$ cat src/shared/ssb_consts.svh
// Bit positions, reset values and sizes of the status summary block
`ifndef SSB_CONSTS_SVH
`define SSB_CONSTS_SVH
`define SSB_BYTE_W           8
`define SSB_CODE_W           16
`define SSB_STB_QUEUE_BIT    2
`define SSB_STB_QUES_BIT     3
`define SSB_STB_MSG_BIT      4
`define SSB_STB_EVENT_BIT    5
`define SSB_STB_SUMMARY_BIT  6
`define SSB_STB_OPER_BIT     7
`define SSB_STB_USED         8'hfc
`define SSB_ESF_OPC_BIT      0
`define SSB_ESF_QUERY_BIT    2
`define SSB_ESF_DEVICE_BIT   3
`define SSB_ESF_EXEC_BIT     4
`define SSB_ESF_CMD_BIT      5
`define SSB_ESF_USER_BIT     6
`define SSB_ESF_POWER_BIT    7
`define SSB_ESF_USED         8'hfd
`define SSB_ESF_RESET        8'h80
`define SSB_MASK_RESET       8'h00
`define SSB_QUEUE_DEPTH      16
`define SSB_QUEUE_AW         4
`define SSB_NO_ERROR         16'h0000
`endif

$ cat src/shared/ssb_pkg.sv
// Types shared by the status summary block
package ssb_pkg;
  typedef enum logic [3:0] {
    SSB_CMD_NONE         = 4'h0,
    SSB_CMD_READ_STATUS  = 4'h1,
    SSB_CMD_SERIAL_POLL  = 4'h2,
    SSB_CMD_WRITE_SRM    = 4'h3,
    SSB_CMD_READ_SRM     = 4'h4,
    SSB_CMD_READ_EVENTS  = 4'h5,
    SSB_CMD_WRITE_ESM    = 4'h6,
    SSB_CMD_READ_ESM     = 4'h7,
    SSB_CMD_OPC          = 4'h8,
    SSB_CMD_CLEAR_STATUS = 4'h9,
    SSB_CMD_READ_ERROR   = 4'ha
  } ssb_cmd_t;
  typedef enum logic [1:0] {
    SSB_ERR_QUERY   = 2'h0,
    SSB_ERR_DEVICE  = 2'h1,
    SSB_ERR_EXEC    = 2'h2,
    SSB_ERR_COMMAND = 2'h3
  } ssb_err_class_t;
  typedef enum logic [1:0] {
    SSB_OPC_IDLE = 2'b01,
    SSB_OPC_WAIT = 2'b10
  } ssb_opc_state_t;
endpackage

$ cat src/shared/ssb_link_if.sv
// Carrier between the status summary core and its event and queue modules
`timescale 1ns/100ps
`default_nettype none
`include "ssb_consts.svh"
interface ssb_link_if;
  logic [`SSB_BYTE_W-1:0] evt_set;
  logic                   evt_clear;
  logic [`SSB_BYTE_W-1:0] evt_flags;
  logic                   q_push;
  logic [`SSB_CODE_W-1:0] q_code;
  logic                   q_pop;
  logic                   q_clear;
  logic [`SSB_CODE_W-1:0] q_head;
  logic                   q_nonempty;
  modport ctrl   (output evt_set, evt_clear, q_push, q_code, q_pop, q_clear,
                  input evt_flags, q_head, q_nonempty);
  modport events (input evt_set, evt_clear, output evt_flags);
  modport queue  (input q_push, q_code, q_pop, q_clear, output q_head, q_nonempty);
endinterface // ssb_link_if
`default_nettype wire

$ cat src/rtl/ssb_event_flags.sv
// Standard event flags, sticky and cleared on read
`timescale 1ns/100ps
`default_nettype none
`include "ssb_consts.svh"
module ssb_event_flags
  import ssb_pkg::*;
(
  input  wire logic   clk,
  input  wire logic   reset_n,
  ssb_link_if.events  link
);
  logic [`SSB_BYTE_W-1:0] flags;

  assign link.evt_flags = flags;

  // Power-on bit comes up set; a new event wins over a read clear
  always_ff @(posedge clk)
  begin
    if (!reset_n)
      flags <= `SSB_ESF_RESET;
    else if (link.evt_clear)
      flags <= link.evt_set & `SSB_ESF_USED;
    else
      flags <= (flags | link.evt_set) & `SSB_ESF_USED;
  end
endmodule // ssb_event_flags
`default_nettype wire

$ cat src/rtl/ssb_error_queue.sv
// Error code queue, oldest entry first
`timescale 1ns/100ps
`default_nettype none
`include "ssb_consts.svh"
module ssb_error_queue
  import ssb_pkg::*;
(
  input  wire logic  clk,
  input  wire logic  reset_n,
  ssb_link_if.queue  link
);
  logic [`SSB_CODE_W-1:0]  mem [`SSB_QUEUE_DEPTH];
  logic [`SSB_QUEUE_AW-1:0] wr_ptr;
  logic [`SSB_QUEUE_AW-1:0] rd_ptr;
  logic [`SSB_QUEUE_AW:0]   count;
  logic                     do_pop;
  logic                     do_push;

  assign do_pop          = link.q_pop && (count != '0);
  assign do_push         = link.q_push &&
                           ((count != (`SSB_QUEUE_AW+1)'(`SSB_QUEUE_DEPTH)) || do_pop);
  assign link.q_nonempty = (count != '0);
  assign link.q_head     = mem[rd_ptr];

  // Storage; a push into a full queue is dropped unless a pop runs in the same cycle, one in a clearing cycle lands first
  always_ff @(posedge clk)
  begin
    if (link.q_clear && link.q_push)
      mem[0] <= link.q_code;
    else if (do_push)
      mem[wr_ptr] <= link.q_code;
  end

  // Pointers and fill level
  always_ff @(posedge clk)
  begin
    if (!reset_n)
    begin
      wr_ptr <= '0;
      rd_ptr <= '0;
      count  <= '0;
    end
    else if (link.q_clear)
    begin
      wr_ptr <= {{(`SSB_QUEUE_AW-1){1'b0}}, link.q_push};
      rd_ptr <= '0;
      count  <= {{`SSB_QUEUE_AW{1'b0}}, link.q_push};
    end
    else
    begin
      if (do_push)
        wr_ptr <= wr_ptr + 1'b1;
      if (do_pop)
        rd_ptr <= rd_ptr + 1'b1;
      count <= count + {{`SSB_QUEUE_AW{1'b0}}, do_push} - {{`SSB_QUEUE_AW{1'b0}}, do_pop};
    end
  end
endmodule // ssb_error_queue
`default_nettype wire

$ cat src/rtl/ssb_status_summary.sv
// Status summary byte, service request and standard event handling
`timescale 1ns/100ps
`default_nettype none
`include "ssb_consts.svh"
module ssb_status_summary
  import ssb_pkg::*;
(
  input  wire logic                   clk,
  input  wire logic                   reset_n,
  input  wire logic                   cmd_valid,
  input  wire ssb_cmd_t               cmd_code,
  input  wire logic [`SSB_BYTE_W-1:0] cmd_data,
  output logic                        resp_valid,
  output logic [`SSB_CODE_W-1:0]      resp_data,
  input  wire logic                   err_valid,
  input  wire ssb_err_class_t         err_class,
  input  wire logic [`SSB_CODE_W-1:0] err_code,
  input  wire logic                   all_commands_done,
  input  wire logic                   user_request,
  input  wire logic                   ques_summary,
  input  wire logic                   oper_summary,
  input  wire logic                   output_message_waiting,
  output logic [`SSB_BYTE_W-1:0]      status_summary_byte,
  output logic                        service_request,
  output logic                        srq_pulse
);
  ssb_link_if link ();

  logic [`SSB_BYTE_W-1:0] service_request_mask;
  logic [`SSB_BYTE_W-1:0] standard_event_mask;
  logic [`SSB_BYTE_W-1:0] status_low;
  logic [`SSB_BYTE_W-1:0] next_status;
  logic [`SSB_BYTE_W-1:0] enabled_low;
  logic [`SSB_BYTE_W-1:0] prev_enabled;
  logic [`SSB_BYTE_W-1:0] err_bit;
  logic [`SSB_BYTE_W-1:0] opc_bit;
  logic [`SSB_BYTE_W-1:0] user_bit;
  logic                   event_summary_bit;
  logic                   service_request_summary;
  logic                   next_srq;
  logic                   opc_done;
  logic                   clear_status;
  logic                   cmd_write_srm;
  logic                   cmd_write_esm;
  logic                   cmd_read_events;
  logic                   cmd_read_error;
  logic                   cmd_opc;
  logic                   next_resp_valid;
  logic [`SSB_CODE_W-1:0] next_resp_data;
  ssb_opc_state_t         opc_state;

  ssb_event_flags u_events
  (
    .clk     (clk),
    .reset_n (reset_n),
    .link    (link.events)
  );

  ssb_error_queue u_queue
  (
    .clk     (clk),
    .reset_n (reset_n),
    .link    (link.queue)
  );

  // One-hot bit for a numbered position
  function automatic logic [`SSB_BYTE_W-1:0] bit_at(input int unsigned pos);
    logic [`SSB_BYTE_W-1:0] v;
    v = '0;
    v[pos[2:0]] = 1'b1;
    return v;
  endfunction

  // Event flag raised by an error class
  function automatic logic [`SSB_BYTE_W-1:0] class_bit(input ssb_err_class_t c);
    logic [`SSB_BYTE_W-1:0] v;
    v = '0;
    case (c)
      SSB_ERR_QUERY:   v = bit_at(`SSB_ESF_QUERY_BIT);
      SSB_ERR_DEVICE:  v = bit_at(`SSB_ESF_DEVICE_BIT);
      SSB_ERR_EXEC:    v = bit_at(`SSB_ESF_EXEC_BIT);
      SSB_ERR_COMMAND: v = bit_at(`SSB_ESF_CMD_BIT);
      default:         v = '0;
    endcase
    return v;
  endfunction

  // Strobe for one command code taken this cycle
  function automatic logic cmd_hit(input logic valid, input ssb_cmd_t code,
                                   input ssb_cmd_t want);
    return valid && (code == want);
  endfunction

  // Decoded command strobes
  assign clear_status    = cmd_hit(cmd_valid, cmd_code, SSB_CMD_CLEAR_STATUS);
  assign cmd_write_srm   = cmd_hit(cmd_valid, cmd_code, SSB_CMD_WRITE_SRM);
  assign cmd_write_esm   = cmd_hit(cmd_valid, cmd_code, SSB_CMD_WRITE_ESM);
  assign cmd_read_events = cmd_hit(cmd_valid, cmd_code, SSB_CMD_READ_EVENTS);
  assign cmd_read_error  = cmd_hit(cmd_valid, cmd_code, SSB_CMD_READ_ERROR);
  assign cmd_opc         = cmd_hit(cmd_valid, cmd_code, SSB_CMD_OPC);

  // Error reports set their event flag; all but query errors queue their code
  always_comb
  begin
    err_bit = '0;
    if (err_valid)
      err_bit = class_bit(err_class);
  end

  assign opc_done = (opc_state == SSB_OPC_WAIT) && all_commands_done;
  assign opc_bit  = opc_done ? bit_at(`SSB_ESF_OPC_BIT) : '0;
  assign user_bit = user_request ? bit_at(`SSB_ESF_USER_BIT) : '0;

  assign link.evt_set   = err_bit | opc_bit | user_bit;
  assign link.evt_clear = clear_status || cmd_read_events;
  assign link.q_push    = err_valid && (err_class != SSB_ERR_QUERY);
  assign link.q_code    = err_code;
  assign link.q_pop     = cmd_read_error;
  assign link.q_clear   = clear_status;

  // Operation complete waits for all earlier commands
  always_ff @(posedge clk)
  begin
    if (!reset_n)
      opc_state <= SSB_OPC_IDLE;
    else
    begin
      case (opc_state)
        SSB_OPC_IDLE:
          if (cmd_opc)
            opc_state <= SSB_OPC_WAIT;
        SSB_OPC_WAIT:
          if (clear_status || all_commands_done)
            opc_state <= SSB_OPC_IDLE;
        default:
          opc_state <= SSB_OPC_IDLE;
      endcase
    end
  end

  // Service-request mask written by its enable command
  always_ff @(posedge clk)
  begin
    if (!reset_n)
      service_request_mask <= `SSB_MASK_RESET;
    else if (cmd_write_srm)
      service_request_mask <= cmd_data;
  end

  // Standard event mask written by its enable command
  always_ff @(posedge clk)
  begin
    if (!reset_n)
      standard_event_mask <= `SSB_MASK_RESET;
    else if (cmd_write_esm)
      standard_event_mask <= cmd_data;
  end

  // Summary of enabled event flags
  assign event_summary_bit = |(link.evt_flags & standard_event_mask);

  // Lower status bits gathered from their sources
  always_comb
  begin
    status_low = '0;
    status_low[`SSB_STB_QUEUE_BIT] = link.q_nonempty;
    status_low[`SSB_STB_QUES_BIT]  = ques_summary;
    status_low[`SSB_STB_MSG_BIT]   = output_message_waiting;
    status_low[`SSB_STB_EVENT_BIT] = event_summary_bit;
    status_low[`SSB_STB_OPER_BIT]  = oper_summary;
    status_low = status_low & `SSB_STB_USED;
  end

  // Mask bit 6 never takes part in the summary
  assign enabled_low = status_low & service_request_mask &
                       ~bit_at(`SSB_STB_SUMMARY_BIT);
  assign service_request_summary = |enabled_low;

  always_comb
  begin
    next_status = status_low;
    next_status[`SSB_STB_SUMMARY_BIT] = service_request_summary;
  end

  // Request on any enabled rising bit, or on every queue push while mask bit 2 is set
  assign next_srq = |(enabled_low & ~prev_enabled) ||
                    (link.q_push &&
                     service_request_mask[`SSB_STB_QUEUE_BIT]);

  // Status byte output
  always_ff @(posedge clk)
  begin
    if (!reset_n)
      status_summary_byte <= '0;
    else
      status_summary_byte <= next_status;
  end

  // Service request level
  always_ff @(posedge clk)
  begin
    if (!reset_n)
      service_request <= 1'b0;
    else
      service_request <= service_request_summary;
  end

  // Service request pulse
  always_ff @(posedge clk)
  begin
    if (!reset_n)
      srq_pulse <= 1'b0;
    else
      srq_pulse <= next_srq;
  end

  // Enabled bits of the last cycle, for rising edge detection
  always_ff @(posedge clk)
  begin
    if (!reset_n)
      prev_enabled <= '0;
    else
      prev_enabled <= enabled_low;
  end

  // Answer chosen for the command taken this cycle
  always_comb
  begin
    next_resp_valid = 1'b0;
    next_resp_data  = resp_data;
    if (cmd_valid)
    begin
      case (cmd_code)
        SSB_CMD_READ_STATUS, SSB_CMD_SERIAL_POLL:
        begin
          next_resp_valid = 1'b1;
          next_resp_data  = {8'h00, next_status};
        end
        SSB_CMD_READ_SRM:
        begin
          next_resp_valid = 1'b1;
          next_resp_data  = {8'h00, service_request_mask};
        end
        SSB_CMD_READ_EVENTS:
        begin
          next_resp_valid = 1'b1;
          next_resp_data  = {8'h00, link.evt_flags};
        end
        SSB_CMD_READ_ESM:
        begin
          next_resp_valid = 1'b1;
          next_resp_data  = {8'h00, standard_event_mask};
        end
        SSB_CMD_READ_ERROR:
        begin
          next_resp_valid = 1'b1;
          next_resp_data  = link.q_nonempty ? link.q_head : `SSB_NO_ERROR;
        end
        default:
        begin
          next_resp_valid = 1'b0;
        end
      endcase
    end
  end

  // Answer strobe, one cycle after the command
  always_ff @(posedge clk)
  begin
    if (!reset_n)
      resp_valid <= 1'b0;
    else
      resp_valid <= next_resp_valid;
  end

  // Answer data, held until the next answer
  always_ff @(posedge clk)
  begin
    if (!reset_n)
      resp_data <= '0;
    else
      resp_data <= next_resp_data;
  end
endmodule // ssb_status_summary
`default_nettype wire

$ cat config.mk
export PLATFORM = sky130hd
export DESIGN_NAME = ssb_status_summary
export DESIGN_NICKNAME = d
export VERILOG_FILES = /design/src/shared/ssb_pkg.sv /design/src/shared/ssb_link_if.sv /design/src/rtl/ssb_event_flags.sv /design/src/rtl/ssb_error_queue.sv /design/src/rtl/ssb_status_summary.sv
export VERILOG_INCLUDE_DIRS = /design/src /design/src/shared
export SDC_FILE = /design/constraint.sdc
export NUM_CORES = 1
export LEC_CHECK = 0
export BUFFER_PORTS_ARGS = -buffer_cell sky130_fd_sc_hd__buf_2
export CAP_MARGIN = 20
export CORE_AREA = 2 2 145 147
export CTS_CLUSTER_SIZE = 10
export DETAILED_ROUTE_END_ITERATION = 7
export DIE_AREA = 0 0 147 149
export MAX_ROUTING_LAYER = met4
export PLACE_DENSITY = 0.82
export REMOVE_ABC_BUFFERS = 1
export SYNTH_ARGS = -nofsm -noshare
export SYNTH_HDL_FRONTEND = slang
export SYNTH_SLANG_ARGS = --single-unit
$ cat constraint.sdc
create_clock -name clk -period 6.5 [get_ports clk]
set_clock_uncertainty 0.15 [all_clocks]
set_input_delay 1.3 -clock clk [delete_from_list [all_inputs] [get_ports clk]]
set_output_delay 1.3 -clock clk [all_outputs]
set_load 0.03 [all_outputs]
==> results of run 1 <==
[cells in the mapped netlist, drive strengths merged, types with 2 or more instances]
cell type,n
o22ai,13
nand4,2
nor3,6
mux4,62
nor2b,7
nand2b,4
a32o,3
nor3b,2
xnor2,6
mux2i,50
xor2,3
and4bb,2
a21oi,11
o21a,2
a211oi,3
dfxtp,71
nand3,15
a22oi,5
a21o,8
clkbuf,10
a31oi,7
nand3b,2
nand4b,6
nor2,67
buf,29
inv,11
mux2,6
edfxtp,256
o21ai,14
nor4b,2
a22o,2
a311oi,3
nand2,29
a32oi,4
ha,8
and3,7
and2,3
[layout make-up]
| type | instances | area, um^2 |
|---|---|---|
| antenna | 1 | 2.50 |
| sequential | 327 | 9110 |
| timing repair buffer | 86 | 515 |
| tap | 275 | 344 |
| fill | 1217 | 5800 |
| clock buffer | 64 | 1070 |
| multi-input combinational | 379 | 3640 |
| inverter | 11 | 41.3 |
| clock inverter | 2 | 28.8 |
[sequential cells by signal, indices dropped and copies added, names as in the netlist, named ones only]
signal / count
u_queue.mem: 256
resp_data: 16
service_request_mask: 8
standard_event_mask: 8
u_events.link.evt_flags: 7
status_summary_byte: 6
prev_enabled: 5
u_queue.count: 5
u_queue.rd_ptr: 4
u_queue.wr_ptr: 4
opc_state: 2
resp_valid: 1
srq_pulse: 1
[path summary, 6_finish.rpt]
kind,slack [ns],endpoint,cells after the start
worst min register to register,0.30,resp_data[13]$_SDFFE_PN0P_,1
worst max-delay path,2.68,u_queue.count[4]$_SDFF_PP0_,11
worst min-delay path,0.30,resp_data[13]$_SDFFE_PN0P_,1
worst max register to register,3.08,u_queue.count[4]$_SDFF_PP0_,12
[through the flow]
step	hold WS, ns	cell area, um^2	power, mW	std cells	worst slack (ns)
finish	0.300	14800	4.52	1145	2.68
global route	0.327	14800	4.66	1145	2.56
CTS	0.303	14700	4.54	1142	2.71
detailed placement	0.289	13600	2.66	1076	2.19
global placement	0.281	13600	2.64	1076	2.29
floorplan	0.282	12800	2.54	717	2.55
[layout by cell type (no fill, tap or decap), types with 12 or more instances in the layout]
cell type  synthesis  routed
mux2i_1           50      50
o22ai_1           13      13
buf_4              8      21
buf_2             16      63
dfxtp_1           71      68
nand3_1           14      14
edfxtp_1         256     256
mux4_1            14      14
clkbuf_16          0      39
nand2_1           29      29
mux4_2            48      48
o21ai_0           12      12
clkbuf_1          10      25
nor2_1            67      67
[cells by family after synthesis]
family	share of synthesized area, %
DFF	70.1
and+or+nand+nor	6.43
adders and majority gates	0.924
buffers and inverters	2.12
AOI/OAI and AO/OA	4.32
other	0.0288
xor gates and xnor gates	0.606
muxes	15.5
[routing by layer]
metal / vias to the layer above / wire (um)
li1: 3163 / -
met1: 3672 / 11400
met2: 425 / 14600
met3: 80 / 2520
met4: 0 / 966
met5: - / 0
[power by group]
part / internal, mW / leakage [nW] / switching [mW] / total (mW)
combinational: 0.111 / 1.65 / 0.185 / 0.296
clock: 1.12 / 0.524 / 0.781 / 1.90
sequential: 2.30 / 2.88 / 0.0302 / 2.33
==> results.cfg, run 1 <==
[outcome]
outcome = completed

[grt]
first_global_vias = 7613
grt-ovfl-total = 0
gr-usage-met2_pct = 45.7
grt_antenna_before_repair = 1
gr-max-usage-layer = met2
met3_usage_pct = 5.32
grt_max_degree = 47
grt_pass1_wl_um = 44900
grtUsageTotal_pct = 28.7
grt_use_met1_pct = 36.9

[power]
power.leakage_nw = 5.06
p_per_area_nw_per_um2 = 307
peakVddDrop_uv = 255

[worst_setup_path]
arrival_ns = 4.10
path_max_fanout = 24
worstSetupEndpointType = register
criticalPathCategory = input pin to register
timing.critical_path.buf_inv = 2
critical_path.top_delay_family = simple AND/OR/NAND/NOR gates
cp.required_ns = 6.78
cp-start-kind = input pin
rr_startpoint = u_queue.count[2]$_SDFF_PP0_
crit_slowest_cell = fa_1
slowest_delay_ns = 0.45
crit_chain = buf_2 -> and4bb_2 -> and3_1 -> ha_1 -> inv_1 -> ha_1 -> fa_1 -> a21oi_1 -> nor2_1 -> or3_1 -> a21oi_1
startpoint = cmd_code[0]

[synthesis]
synth.distinct_cells = 61
synth_edf_count = 256
ys.flop_type = edfxtp_1
post_synth.cell_area_avg_um2 = 17.2
synth.top_cell.area_share_pct = 59.1
ys_ff_latch = 327
synthTopCellsByArea = edfxtp_1 (59%), dfxtp_1 (11%), mux4_2 (8.3%), mux2i_1 (3.8%), mux4_1 (2.8%)
ys.warnings.count = 0
synth_cells = 755
ys_async_sr_fraction_pct = 0
synth_largest_area_cell = edfxtp_1
yosysSeqAreaShare_pct = 70.1
syn_area_um2 = 13000

[cells_and_area]
areaGrowthSynthToFinish_pct = 13.5
fin_nets = 891
fin_util_pct = 71.8
final_layout_size_suffix_gt1_share_pct = 23.0

[detailed_routing]
drt_iter0_markers = 613
vias_per_cell = 6.41
wl_per_cell_um = 25.7
antenna_left = 0
routed_wl_um = 29500
num_vias = 7340
route.detailed.drc = 0
dr.pass1.iters = 7

[timing]
fin_crit_sh_pct = 58.8
fin_tns_setup_ns = 0
drv_slew = 0
hold_violations = 0
relSlewSlack_pct = 38.2
period_needed_ns = 3.82
fmax_mhz = 262
rsz0062_at_grt = false
worst_pin_slew_ns = 0.927
finalSetupViolCount = 0

[clocking]
cts_setup_buffers = 0
clkSlewWorstSetupHoldPaths_ns = 0.05
ctsHoldBuffers = 0
clockBufferDepth = 3
cts-root-buf = clkbuf_16
tritoncts = yes
numCtsBuffers = 38
htreeDepth = 2
cts_resized = 0
clk_latency_ns = 0.52
clkSinkCount = 327

[job]
max_cap_viol_count = 0

[placed_design]
hpwlAfterDp_um = 18300
gp_congestion = 0.889
port_buffers = 63

[die]
coreArea_um2 = 20600
die-area_um2 = 21900
initial_core_util_pct = 63.2
dieWidth_um = 147
ios = 66
die_h_um = 149
rows = 53

[min_path]
hp-class = register to register
worstHoldStart = resp_data[13]$_SDFFE_PN0P_
Note: power is estimated with default switching activity, not from simulation.
==> run 2, diff against run 1 <==
- CORE_AREA: 2 2 145 147 -> 2 2 149 151
- DIE_AREA: 0 0 147 149 -> 0 0 151 153
- PLACE_DENSITY: 0.82 -> 0.78
- clock period: 6.5 -> 3.9 ns (I/O delays scaled with it)
==> run 2 against run 1 <==
Effect of this change: wire length shrank 3.1%; cell area rose by 0.30%; critical path depth rose by 1; largest power group unchanged; clock power increased by 65%; critical path type is now register to register; clock-buffer cell count fell by 6; register-to-register slack worse by 2.4 ns; combinational power increased by 64%; via count shrank 0.59%.
==> results.cfg, run 2 (synthesized netlist as in run 1, its figures left out) <==
[clocking]
clkSlewWorstSetupHoldPaths_ns = 0.06
clkSinkCount = 327
clk_latency_ns = 0.54
cts-root-buf = clkbuf_16
cts_resized = 0
numCtsBuffers = 38
cts_setup_buffers = 0
ctsHoldBuffers = 0
htreeDepth = 2
tritoncts = yes
clockBufferDepth = 3

[placed_design]
port_buffers = 63
post-place-ws_ns = 0.456
gp_congestion = 0.872
hpwlAfterDp_um = 17300

[grt]
first_global_vias = 7561
grt-ovfl-total = 0
grtUsageTotal_pct = 26.3
grt_pass1_wl_um = 43400
grt_antenna_before_repair = 1
grt_max_degree = 39

[timing]
setup_ws_ns = 0.650
fin_tns_setup_ns = 0
relSlewSlack_pct = 42.6
rsz0062_at_grt = false
hold_violations = 0
period_needed_ns = 3.25
fin_crit_sh_pct = 83.3
finalSetupViolCount = 0
worst_pin_slew_ns = 0.861
fmax_mhz = 308
drv_slew = 0
hold_ws_ns = 0.299

[power]
switching_share_pct = 22.2
power_switching_mw = 1.66
p_seq_share_pct = 51.7
peakVddDrop_uv = 391
p_clk_share_pct = 41.8
power_frac_comb_pct = 6.5
power.leakage_nw = 5.09
p_per_area_nw_per_um2 = 506
intPower_mw = 5.83

[cells_and_area]
mostFrequentLayoutCells = edfxtp_1 (256), dfxtp_1 (68), nor2_1 (66), buf_2 (63), mux2i_1 (50)
fin_util_pct = 68.9
areaGrowthSynthToFinish_pct = 13.8
final_layout_size_suffix_gt1_share_pct = 23.9
final_common_cell = edfxtp_1
largest_reg_flops = 256
regMostFlops = u_queue.mem
biggestRegsByFlops = u_queue.mem: 256 flops, resp_data: 16 flops
fin_nets = 898

[worst_setup_path]
path_max_fanout = 4
worstSetupEndpointType = register
arrival_ns = 3.54
cp.required_ns = 4.19
cp-start-kind = register
criticalPathCategory = register to register

[die]
ios = 66
die-area_um2 = 23100
coreArea_um2 = 21500
initial_core_util_pct = 60.5
dieWidth_um = 151
rows = 54
die_h_um = 153

[detailed_routing]
dr.pass1.iters = 5
route.detailed.drc = 0
drt_iter0_markers = 722
routed_wl_um = 28500
vias_per_cell = 6.33
num_vias = 7297
wl_per_cell_um = 24.8
antenna_left = 0

[outcome]
outcome = completed

[job]
max_cap_viol_count = 0

[min_path]
hp-class = register to register
[run 2: cell count changes in the layout (fill, tap and decap cells not counted), sizes merged]
cell,change
buf,+7
clkbuf,-6
clkinv,+1
[run 2: final timing paths]
| path | slack [ns] | to | cells past startpoint | start |
|---|---|---|---|---|
| hold / removal | 0.30 | resp_data[13]$_SDFFE_PN0P_ | 1 | resp_data[13]$_SDFFE_PN0P_ |
| setup / recovery | 0.65 | u_queue.count[4]$_SDFF_PP0_ | 12 | u_queue.count[3]$_SDFF_PP0_ |
| setup reg to reg | 0.65 | u_queue.count[4]$_SDFF_PP0_ | 12 | u_queue.count[3]$_SDFF_PP0_ |
| hold reg to reg | 0.30 | resp_data[13]$_SDFFE_PN0P_ | 1 | resp_data[13]$_SDFFE_PN0P_ |
[run 2: cell type report]
type,instances,area (um^2)
antenna,1,2.50
clock buffer,58,1030
clock inverter,3,58.8
fill,1351,6690
inverter,11,41.3
multi-input combinational,379,3640
sequential,327,9110
tap,280,350
timing repair buffer,93,566
[run 2: metrics by stage]
step           power (mW)  instances  area [um^2]
2_1_floorplan        4.24        717        12800
3_3_place_gp         4.39       1090        13700
3_5_place_dp         4.42       1090        13700
4_1_cts              7.53       1151        14800
5_1_grt              7.70       1152        14800
6_report             7.49       1152        14800
[run 2: metal layers]
layer  track usage, %  up-vias  share of wire (%)
li1                 -     3175                  -
met1             33.5     3691                 38
met2             41.7      352                 50
met3             5.43       79                8.1
met4             10.5        0                3.8
met5                -        -                  0
[run 2: power groups by stage]
| stage | Combinational (mW) | Clock [mW] | Sequential [mW] |
|---|---|---|---|
| CTS | 0.482 | 3.18 | 3.88 |
| global placement | 0.453 | 0 | 3.94 |
| finish | 0.484 | 3.13 | 3.88 |
| detailed placement | 0.475 | 0 | 3.94 |
| floorplan | 0.275 | 0 | 3.96 |
| global route | 0.531 | 3.29 | 3.88 |
[run 2: worst max-delay path, stage by stage, from the launching register on]
cell and delay (ns):
dfxtp_1 0.33, inv_1 0.08, ha_1 0.18, or4b_4 0.49, and3_1 0.21, ha_1 0.28, inv_1 0.04, ha_1 0.20
fa_1 0.44, a21oi_1 0.18, nor2_1 0.07, or3_1 0.35, a21oi_1 0.18
==> run 3, diff against run 2 <==
- clock period: 3.9 -> 3 ns (I/O delays scaled with it)
==> run 3 against run 2 <==
Effect of this change: sequential share of layout area fell by 1.5 points; non-clock buffer count increased by 32; clock power rose by 32%; register-to-register slack worse by 0.54 ns; worst setup slack lost 0.54 ns; global-route usage hardly changed; wire length about the same; power rose by 32%; largest cell class unchanged; largest power group unchanged.
==> results.cfg, run 3 (synthesized netlist as in run 1, its figures left out) <==
[outcome]
outcome = completed

[timing]
fmax_mhz = 346
period_needed_ns = 2.89
drv_slew = 0
fin_crit_sh_pct = 96.4
hold_violations = 0
worst_pin_slew_ns = 0.657
fin_tns_setup_ns = 0
finalSetupViolCount = 0
relSlewSlack_pct = 56.2

[worst_setup_path]
cp.required_ns = 3.29
arrival_ns = 3.19
criticalPathCategory = register to register
cp-start-kind = register
path_max_fanout = 2
worstSetupEndpointType = register

[cells_and_area]
design_area_um2 = 15200
fin_util_pct = 70.7
register_area_um2 = 9110
nFillCells = 1328
multi_input_area_um2 = 3670
fin_nets = 930
final_common_cell = edfxtp_1
final_layout_size_suffix_gt1_share_pct = 27.3
stdcell_count = 1189
biggestRegsByFlops = u_queue.mem: 256 flops, resp_data: 16 flops
regMostFlops = u_queue.mem
mostFrequentLayoutCells = edfxtp_1 (256), dfxtp_1 (67), nor2_1 (66), buf_2 (63), buf_4 (52)
areaGrowthSynthToFinish_pct = 16.8
largest_reg_flops = 256

[detailed_routing]
vias_per_cell = 6.15
dr.pass1.iters = 5
drt_iter0_markers = 641
routed_wl_um = 28600
antenna_left = 0
num_vias = 7309
wl_per_cell_um = 24.0
route.detailed.drc = 0

[die]
die-area_um2 = 23100
dieWidth_um = 151
coreArea_um2 = 21500
initial_core_util_pct = 60.5
die_h_um = 153
rows = 54
ios = 66

[grt]
grt-ovfl-total = 0
grt_pass1_wl_um = 43300
grt_max_degree = 43
grt_antenna_before_repair = 1
grtUsageTotal_pct = 26.2
first_global_vias = 7467

[clocking]
clk_latency_ns = 0.52
tritoncts = yes
ctsHoldBuffers = 0
clockBufferDepth = 3
numCtsBuffers = 38
cts-root-buf = clkbuf_16
clkSlewWorstSetupHoldPaths_ns = 0.05
htreeDepth = 2
clkSinkCount = 327

[power]
power.leakage_nw = 5.28
p_per_area_nw_per_um2 = 653
peakVddDrop_uv = 511

[placed_design]
hpwlAfterDp_um = 17700
placed_area_um2 = 14000
port_buffers = 63
dp.cells = 1119
gp_congestion = 0.894

[job]
max_cap_viol_count = 0

[min_path]
hp-class = input pin to register
run 3: stage by stage:
stage / setup WS (ns) / hold slack, ns / power (mW)
3_5_place_dp: -0.125 / 0.288 / 5.82
5_1_grt: -0.00196 / 0.173 / 10.2
3_3_place_gp: -0.00295 / 0.285 / 5.77
2_1_floorplan: -0.531 / 0.282 / 5.51
6_report: 0.107 / 0.157 / 9.91
4_1_cts: 0.00953 / 0.137 / 9.94
run 3: path summary, 6_finish.rpt:
check	slack (ns)	from	to	cells after the start
worst min register to register	0.31	resp_data[8]$_SDFFE_PN0P_	resp_data[8]$_SDFFE_PN0P_	1
worst max register to register	0.11	u_queue.count[2]$_SDFF_PP0_	u_queue.count[4]$_SDFF_PP0_	12
worst max-delay path	0.11	u_queue.count[2]$_SDFF_PP0_	u_queue.count[4]$_SDFF_PP0_	12
worst min-delay path	0.16	user_request	u_events.link.evt_flags[6]$_SDFF_PN0_	3
run 3: final cells by class:
cell class | instances | share of cell area (%)
flip-flops and latches | 327 | 60.0
multi-input cells | 379 | 24.2
clock buffers | 64 | 7.05
repair buffers | 125 | 5.97
well taps | 280 | 2.31
inverters | 11 | 0.272
clock inverters | 2 | 0.190
diodes | 1 | 0.0165
run 3: repair_timing:
item                                    in CTS  in global routing
resized for setup                            5                  4
setup buffers                                0                  3
pin swaps                                    1                  4
endpoints found under the setup margin       1                  1
run 3: where the power goes:
group	switching [mW]	internal, mW	leakage, nW	total [mW]
Sequential	0.0515	4.97	2.88	5.03
Combinational	0.433	0.315	1.87	0.748
Clock	1.71	2.43	0.524	4.13
run 3: worst max-delay path, cell delays in order, from the launching register on:
cell and delay [ns]:
dfxtp_2 0.32, inv_2 0.07, ha_4 0.12, or4b_4 0.46, and3_4 0.19, ha_1 0.27, inv_1 0.04, ha_2 0.18
fa_2 0.35, a21oi_2 0.14, nor2_1 0.06, or3_1 0.34, a21oi_1 0.12
run 3: metal layers:
layer	wire length (um)	global-route usage (%)	up-vias	share of wire [%]
li1	-	-	3245	-
met1	11300	34.1	3681	39
met2	14500	42.7	320	51
met5	0	-	-	0
met4	809	8.37	0	2.8
met3	1950	4.57	63	6.8
